`config.mk`:
```
export PLATFORM = sky130hd
export DESIGN_NAME = cmd_owner_regs
export DESIGN_NICKNAME = d
export VERILOG_FILES = /design/src/hw/cmd_owner_pkg.sv /design/src/hw/cmd_owner_regs.sv /design/src/hw/link_decode.sv
export SDC_FILE = /design/constraint.sdc
export NUM_CORES = 1
export LEC_CHECK = 0
export BUFFER_PORTS_ARGS = -buffer_cell sky130_fd_sc_hd__buf_4
export CORE_ASPECT_RATIO = 1.25
export CORE_MARGIN = 2
export CORE_UTILIZATION = 40
export DETAILED_ROUTE_END_ITERATION = 16
export PLACE_DENSITY = 0.71
export SLEW_MARGIN = 20
export SYNTH_ARGS = -nofsm -noshare
export SYNTH_HDL_FRONTEND = slang
export SYNTH_SLANG_ARGS = --single-unit
```
`constraint.sdc`:
```
create_clock -name clk_sys -period 1.3 [get_ports clk_sys]
set_input_delay 0.195 -clock clk_sys [delete_from_list [all_inputs] [get_ports clk_sys]]
set_output_delay 0.195 -clock clk_sys [all_outputs]
set_load 0.03 [all_outputs]
```
`src/hw/cmd_owner_pkg.sv`:
```
// constants for the command and bus owner control registers
package cmd_owner_pkg;
   localparam logic [6:0] addr_command = 7'h00;
   localparam logic [6:0] addr_owner = 7'h01;
   localparam int bit_standby = 7;
   localparam int bit_rf_frontend_powerdown = 6;
   localparam int cmd_hi = 4;
   localparam int bit_owner_write_unlock = 7;
   localparam int bit_primary_port_owns_bus = 6;
   localparam int bit_secure_module_owns_bus = 5;
   localparam int link_hi = 3;
   localparam int link_lo = 2;
   localparam logic [7:0] command_mask = 8'hDF;
   localparam logic [7:0] owner_mask = 8'hEC;
   localparam logic [7:0] reset_command = 8'h00;
   localparam logic [7:0] reset_owner = 8'h00;
   localparam logic [4:0] cmd_idle = 5'h00;
   typedef enum logic [1:0] {
      link_off = 2'h0,
      link_spi = 2'h1,
      i2c_lowspeed_variant = 2'h2,
      link_i2c = 2'h3
   } link_e;
endpackage : cmd_owner_pkg

```
`src/hw/cmd_owner_regs.sv`:
```
// command and bus owner control register pair
//
// What this block does
// - top command bit enters chip power-down
// - bit six powers down receiver and transmitter
// - low five bits are the command code
// - unlock bit allows the next owner change
// - unlock clears itself on next write
// - primary owner bit gives bus to host
// - secure owner bit gives bus to module
// - both owner bits never one together
// - owner bits set only after unlock
// - bits three to two select link type
`timescale 1ns/10ps
module cmd_owner_regs
(
   input wire logic clk_sys,
   input wire logic reset,
   input wire logic reg_wr,
   input wire logic reg_rd,
   input wire logic [6:0] reg_addr,
   input wire logic [7:0] reg_wdata,
   output logic [7:0] reg_rdata,
   input wire logic cmd_done,
   output logic chip_powerdown,
   output logic rf_frontend_powerdown,
   output logic [4:0] command_code,
   output logic command_start,
   output logic command_running,
   output logic primary_port_owns_bus,
   output logic secure_module_owns_bus,
   output logic owner_write_unlock,
   output logic [1:0] secure_module_link_type,
   output logic link_spi_en,
   output logic link_i2c_lowspeed_en,
   output logic link_i2c_en
);
   typedef struct packed {
      logic [7:0] command;
      logic [7:0] owner;
      logic [7:0] rdata;
      logic start;
   } state_s;

   state_s state;
   state_s next_state;
   logic wr_cmd;
   logic wr_own;
   logic [7:0] wmask;
   logic [1:0] own_req;

   assign wr_cmd = reg_wr && reg_addr == cmd_owner_pkg::addr_command;
   assign wr_own = reg_wr && reg_addr == cmd_owner_pkg::addr_owner;
   assign own_req = reg_wdata[cmd_owner_pkg::bit_primary_port_owns_bus -: 2];

   // next state of both registers and the read data
   always_comb
   begin
      next_state = state;
      next_state.start = 1'b0;
      wmask = reg_wdata & cmd_owner_pkg::owner_mask;
      if (wr_cmd)
      begin
         next_state.command = reg_wdata & cmd_owner_pkg::command_mask;
         next_state.start = reg_wdata[cmd_owner_pkg::cmd_hi:0] !=
            cmd_owner_pkg::cmd_idle;
      end
      else if (cmd_done)
         next_state.command[cmd_owner_pkg::cmd_hi:0] = cmd_owner_pkg::cmd_idle;
      // any write consumes the unlock, even to another address
      if (reg_wr && state.owner[cmd_owner_pkg::bit_owner_write_unlock])
         next_state.owner[cmd_owner_pkg::bit_owner_write_unlock] = 1'b0;
      if (wr_own)
      begin
         next_state.owner[cmd_owner_pkg::link_hi:cmd_owner_pkg::link_lo] =
            wmask[cmd_owner_pkg::link_hi:cmd_owner_pkg::link_lo];
         // owner field is protected; a both-ones request is dropped
         if (state.owner[cmd_owner_pkg::bit_owner_write_unlock] &&
             !(&own_req))
            next_state.owner[cmd_owner_pkg::bit_primary_port_owns_bus -: 2] =
               own_req;
         else if (!state.owner[cmd_owner_pkg::bit_owner_write_unlock])
            next_state.owner[cmd_owner_pkg::bit_owner_write_unlock] =
               wmask[cmd_owner_pkg::bit_owner_write_unlock];
      end
      next_state.rdata = 8'h00;
      if (reg_rd)
         case (reg_addr)
            cmd_owner_pkg::addr_command: next_state.rdata = state.command;
            cmd_owner_pkg::addr_owner: next_state.rdata = state.owner;
            default: next_state.rdata = 8'h00;
         endcase
   end

   // single register stage for all state
   always_ff @(posedge clk_sys)
   begin
      if (reset)
      begin
         state.command <= cmd_owner_pkg::reset_command;
         state.owner <= cmd_owner_pkg::reset_owner;
         state.rdata <= 8'h00;
         state.start <= 1'b0;
      end
      else
         state <= next_state;
   end

   assign reg_rdata = state.rdata;
   assign chip_powerdown = state.command[cmd_owner_pkg::bit_standby];
   assign rf_frontend_powerdown =
      state.command[cmd_owner_pkg::bit_rf_frontend_powerdown];
   assign command_code = state.command[cmd_owner_pkg::cmd_hi:0];
   assign command_start = state.start;
   assign command_running = command_code != cmd_owner_pkg::cmd_idle;
   assign primary_port_owns_bus =
      state.owner[cmd_owner_pkg::bit_primary_port_owns_bus];
   assign secure_module_owns_bus =
      state.owner[cmd_owner_pkg::bit_secure_module_owns_bus];
   assign owner_write_unlock =
      state.owner[cmd_owner_pkg::bit_owner_write_unlock];
   assign secure_module_link_type =
      state.owner[cmd_owner_pkg::link_hi:cmd_owner_pkg::link_lo];

   link_decode u_link
   (
      .secure_module_link_type(secure_module_link_type),
      .link_spi_en(link_spi_en),
      .link_i2c_lowspeed_en(link_i2c_lowspeed_en),
      .link_i2c_en(link_i2c_en)
   );

   // the owner pair is one-hot or empty after every edge
   a_owner_exclusive: assert property (
      @(posedge clk_sys) disable iff (reset)
      !(primary_port_owns_bus && secure_module_owns_bus))
      else $error("both bus owners set");

   // a locked write may touch only the unlock and the link field
   a_owner_locked: assert property (
      @(posedge clk_sys) disable iff (reset)
      (wr_own && !owner_write_unlock) |=>
      $stable({primary_port_owns_bus, secure_module_owns_bus}))
      else $error("owner changed without unlock");

   // owners move only on a write to the owner register
   a_owner_hold: assert property (
      @(posedge clk_sys) disable iff (reset)
      !wr_own |=> $stable({primary_port_owns_bus, secure_module_owns_bus}))
      else $error("owner changed with no owner write");

   // an unlocked single-owner request lands as written
   a_owner_taken: assert property (
      @(posedge clk_sys) disable iff (reset)
      (wr_own && owner_write_unlock && !(&own_req)) |=>
      {primary_port_owns_bus, secure_module_owns_bus} == $past(own_req))
      else $error("unlocked owner write not taken");

   // a both-ones request is dropped even when unlocked
   a_owner_both: assert property (
      @(posedge clk_sys) disable iff (reset)
      (wr_own && owner_write_unlock && (&own_req)) |=>
      $stable({primary_port_owns_bus, secure_module_owns_bus}))
      else $error("both-ones owner request taken");

   // unlock arms only from the locked state, never re-arms itself
   a_unlock_arm: assert property (
      @(posedge clk_sys) disable iff (reset)
      (wr_own && !owner_write_unlock) |=> owner_write_unlock ==
      $past(reg_wdata[cmd_owner_pkg::bit_owner_write_unlock]))
      else $error("unlock bit not taken");

   // any write while unlocked spends the unlock
   a_unlock_once: assert property (
      @(posedge clk_sys) disable iff (reset)
      (reg_wr && owner_write_unlock) |=> !owner_write_unlock)
      else $error("unlock survived a write");

   // command field and power bits store what was written
   a_cmd_code: assert property (
      @(posedge clk_sys) disable iff (reset)
      wr_cmd |=>
      command_code == $past(reg_wdata[cmd_owner_pkg::cmd_hi:0]))
      else $error("command code not stored");
   a_standby_bit: assert property (
      @(posedge clk_sys) disable iff (reset)
      wr_cmd |=>
      chip_powerdown == $past(reg_wdata[cmd_owner_pkg::bit_standby]))
      else $error("standby bit wrong");
   a_rf_bit: assert property (
      @(posedge clk_sys) disable iff (reset)
      wr_cmd |=> rf_frontend_powerdown ==
      $past(reg_wdata[cmd_owner_pkg::bit_rf_frontend_powerdown]))
      else $error("rf power-down bit wrong");

   // a nonzero code starts the engine, and only a write can do so
   a_cmd_start: assert property (
      @(posedge clk_sys) disable iff (reset)
      (wr_cmd &&
      reg_wdata[cmd_owner_pkg::cmd_hi:0] != cmd_owner_pkg::cmd_idle) |=>
      command_start)
      else $error("command start pulse missing");
   a_cmd_quiet: assert property (
      @(posedge clk_sys) disable iff (reset)
      !wr_cmd |=> !command_start)
      else $error("command start without a write");

   // the engine's done pulse returns the code to idle unless a command write lands in the same cycle
   a_cmd_done: assert property (
      @(posedge clk_sys) disable iff (reset)
      (cmd_done && !wr_cmd) |=> command_code == cmd_owner_pkg::cmd_idle)
      else $error("done did not clear the code");

   // link field always writable; decode picks at most one link
   a_link_field: assert property (
      @(posedge clk_sys) disable iff (reset)
      wr_own |=> secure_module_link_type ==
      $past(reg_wdata[cmd_owner_pkg::link_hi:cmd_owner_pkg::link_lo]))
      else $error("link type not stored");
   a_link_onehot: assert property (
      @(posedge clk_sys) disable iff (reset)
      $onehot0({link_spi_en, link_i2c_lowspeed_en, link_i2c_en}) &&
      ((secure_module_link_type == cmd_owner_pkg::link_off) ==
      !(link_spi_en || link_i2c_lowspeed_en || link_i2c_en)))
      else $error("link enables not one-hot");

   // reserved positions never read back as one
   a_reserved_zero: assert property (
      @(posedge clk_sys) disable iff (reset)
      (reg_rd && reg_addr == cmd_owner_pkg::addr_owner) |=>
      (reg_rdata & ~cmd_owner_pkg::owner_mask) == 8'h00)
      else $error("reserved bits read nonzero");
   a_cmd_reserved: assert property (
      @(posedge clk_sys) disable iff (reset)
      (reg_rd && reg_addr == cmd_owner_pkg::addr_command) |=>
      (reg_rdata & ~cmd_owner_pkg::command_mask) == 8'h00)
      else $error("reserved command bit read nonzero");
endmodule : cmd_owner_regs

```
`src/hw/link_decode.sv`:
```
// one-hot decode of the secure module link type field
`timescale 1ns/10ps
module link_decode
(
   input wire logic [1:0] secure_module_link_type,
   output logic link_spi_en,
   output logic link_i2c_lowspeed_en,
   output logic link_i2c_en
);
   // field value picks at most one link, zero turns all off
   always_comb
   begin
      link_spi_en = secure_module_link_type == cmd_owner_pkg::link_spi;
      link_i2c_lowspeed_en =
         secure_module_link_type == cmd_owner_pkg::i2c_lowspeed_variant;
      link_i2c_en = secure_module_link_type == cmd_owner_pkg::link_i2c;
   end
endmodule : link_decode
```
==> impl_metrics.yaml <==
power_and_ir_drop:
  max-vdd-ir-drop_mv: 0.561
  leakage_nw: 0.579
  powerDensity_mw_per_mm2: 783
  power.total_w: 0.00107
critical_path:
  reg2regPathDepth: 2
  path_cells: "nor3_2 -> nand2_1 -> buf_4"
  crit_cells: 3
  cp_slowest_cell: "dfxtp_2"
  regToRegSetupSlack_ps: 360
  endpoint_kind: "output pin"
  critPathBufInv: 1
  critPathLaunchType: "register"
  arrival_ps: 1030
  critPathMaxStageDelay_ps: 350
  required_ps: 1110
  reg2reg_from: "owner_write_unlock$_SDFF_PP0_"
  timing.rr.end: "secure_module_owns_bus$_SDFFE_PP0P_"
  crit_fanout: 4
  worstSetupPathType: "reg2out"
  crit_family: "flip-flops"
timing:
  fin_crit_ps: 1230
  max_freq_mhz: 813
  fin_crit_sh_pct: 94.6
  setup_viol: 0
  finalSetupTns_ps: 0
  holdWs_ps: 157
  skew_ps: 5.14
  worst_slew_pin_slew_ps: 416
  final_hold_viol_count: 0
  max_slew_margin_pct: 72.0
  rsz0062_at_grt: "yes"
  report.final.slew_viol_count: 0
floorplan:
  fp.coreArea_sq_mm: 0.00219
  die_width_um: 46.9
  die_area_sq_mm: 0.00270
  rows: 19
  start_util_pct: 42.0
  pin_count: 45
  dieHeight_um: 57.6
yosys:
  avgSynthCellArea_sq_um: 9.28
  yosysWarnings: 0
  synth_nets: 119
  synth_edf_count: 0
  synthArstFlopShare_pct: 0
  yosysMostFrequentCell: "dfxtp_1"
  synthCells: 99
  synth-seq-area-share_pct: 45.8
  synth_cell_type_count: 26
  synth_area_leaders: "dfxtp_1 (46%), mux2i_1 (6.5%), a21oi_1 (5.4%)"
  synth_ff_type: "dfxtp_1"
  ys_seq_elements: 21
  netlist_area_sq_um: 918
  yosysTopAreaCellShare_pct: 45.8
  synthTopCellsByCount: "dfxtp_1 (21), a21oi_1 (10), nand3_1 (9)"
  yosysTopAreaCell: "dfxtp_1"
route:
  vias: 913
  drc_errors: 0
  finalWirelength_um: 2180
  ant_nets: 0
  dr.pass1.iters: 4
  viasPerCell: 4.99
  drt-wirelength-per-cell_um: 11.9
  drt_iter0_markers: 15
hold_path:
  hold_end: "chip_powerdown$_SDFFE_PP0P_"
  hp-class: "in2reg"
  worstHoldStart: "reg_wdata[7]"
  holdPathStages: 3
placement:
  dp_cells: 179
  dp_hpwl_um: 1760
  placed_cell_area_sq_mm: 0.00133
  gp_congestion: 0.760
  port_buffers: 44
global_route:
  grt_util_met1_pct: 20.9
  grt_pass1_wl_um: 3600
  antenna_found_initial: 0
  use_met3_pct: 3.16
  grt_pass1_vias: 859
  top_usage_layer: "met2"
  grt.overflow.total: 0
  use_met2_pct: 31.9
  track_usage_pct: 18.2
  grt_max_degree: 16
clock_network:
  cts_root_buf: "clkbuf_4"
  htreeDepth: 1
  holdBufCountCts: 0
  cts_tree: "built"
  clk_latency_ps: 290
  cts.path.max_buffers: 2
  clkTransAtPathRegs_ps: 110
  cts.sinks: 21
  cts-buffers-inserted: 3
cells_and_area:
  stdcell_area_sq_mm: 0.00137
  fin_nets: 173
  area_growth_syn_to_layout_pct: 49.0
  layout-drive-gt1-share_pct: 42.8
  num_antenna_cells: 0
  fin_cells: 183
  fillCellCount: 215
flow_run:
  cap_violations: 0
status:
  status: "complete, no violations"
-- per-stage QoR --
| stage | utilization [%] | worst slack, ps |
|---|---|---|
| after floorplan | - | 54.1 |
| final | 62.6 | 70.2 |
| after global placement | 60.9 | -59.6 |
| after detailed placement | 60.9 | -109 |
| after global routing | 62.6 | 0.641 |
| after CTS | 62.2 | 16.8 |
-- power breakdown --
group	leakage (nW)	internal, W	total, W	switching (W)
Sequential	0.171	0.000644	0.000644	0.000000592
Clock	0.0177	0.000114	0.000305	0.000191
Combinational	0.391	0.0000694	0.000122	0.0000529
-- worst register-to-register path, delay by kind of cell, from the launching register on --
kind / cells / cell delay (ps)
DFF: 1 / 410
muxes: 1 / 200
and+or+nand+nor: 1 / 260
-- worst max-delay path by stage --
stage	startpoint	endpoint	slack, ps
3_5_place_dp	reg_addr[5]	reg_rdata[4]$_SDFF_PP0_	-110
4_1_cts	command_code[4]$_SDFFE_PP0P_	command_running	20
5_1_grt	command_code[4]$_SDFFE_PP0P_	command_running	0.6
2_1_floorplan	secure_module_link_type[0]$_SDFFE_PP0P_	link_spi_en	50
3_3_place_gp	reg_addr[0]	rf_frontend_powerdown$_SDFFE_PP0P_	-60
6_report	command_code[4]$_SDFFE_PP0P_	command_running	70
-- routing by layer --
layer / share of wire (%) / wire length (um)
met1: 41 / 892
met2: 51 / 1120
met5: 0 / 0
met3: 6.9 / 151
met4: 0.69 / 15
-- cells in the final DEF (no fill, tap or decap) --
| master | netlist | layout |
|---|---|---|
| buf_4 | 0 | 54 |
| mux2i_1 | 6 | 6 |
| dfxtp_1 | 21 | 18 |
| nand3_1 | 9 | 9 |
| nor4b_4 | 1 | 1 |
| clkbuf_4 | 0 | 3 |
| dfxtp_2 | 0 | 3 |
| nor2_1 | 7 | 7 |
| and4_1 | 1 | 1 |
| o21ai_1 | 7 | 7 |
| a21oi_1 | 10 | 10 |
| nand4b_1 | 1 | 1 |
| or4bb_1 | 1 | 1 |
| and2_1 | 1 | 1 |
| nand2_1 | 4 | 4 |
| nor4b_1 | 1 | 1 |
| nor3b_1 | 3 | 3 |
| nor3_2 | 0 | 1 |
| nand2b_1 | 5 | 5 |
| and4bb_2 | 1 | 1 |
| nor2b_1 | 7 | 7 |
| o21ai_0 | 2 | 2 |
| or4_1 | 2 | 2 |
| clkinv_2 | 0 | 1 |
| or4b_1 | 1 | 1 |
| nor4_1 | 1 | 1 |
| nor4_2 | 1 | 1 |
-- cell families after synthesis --
| group | after synthesis | synth area share [%] |
|---|---|---|
| multiplexers | 6 | 6.54 |
| AND/OR/NAND/NOR | 48 | 34.1 |
| AO/OA/AOI/OAI | 19 | 10.4 |
| buffers and inverters | 5 | 3.27 |
| flip-flops | 21 | 45.8 |
-- layout make-up --
| type | instances | area (sq um) | area share (%) |
|---|---|---|---|
| multi-input cells | 73 | 473 | 34.6 |
| repair buffers | 54 | 405 | 29.6 |
| clock buffers | 3 | 22.5 | 1.65 |
| clock inverters | 1 | 5.00 | 0.366 |
| flip-flops and latches | 21 | 424 | 31.0 |
| well taps | 31 | 38.8 | 2.83 |
-- timing repair --
item / CTS / global route
buffers inserted: 0 / 0
hold endpoints to repair: 0 / 0
resized for setup: 0 / 4
endpoints found under the setup margin: 0 / 4
-- state kept, by name (all words and copies together), names as in the netlist --
name / count
reg_rdata: 8
command_code: 5
secure_module_link_type: 2
chip_powerdown: 1
command_start: 1
owner_write_unlock: 1
primary_port_owns_bus: 1
rf_frontend_powerdown: 1
secure_module_owns_bus: 1
Power figures use the tool's default switching activity.
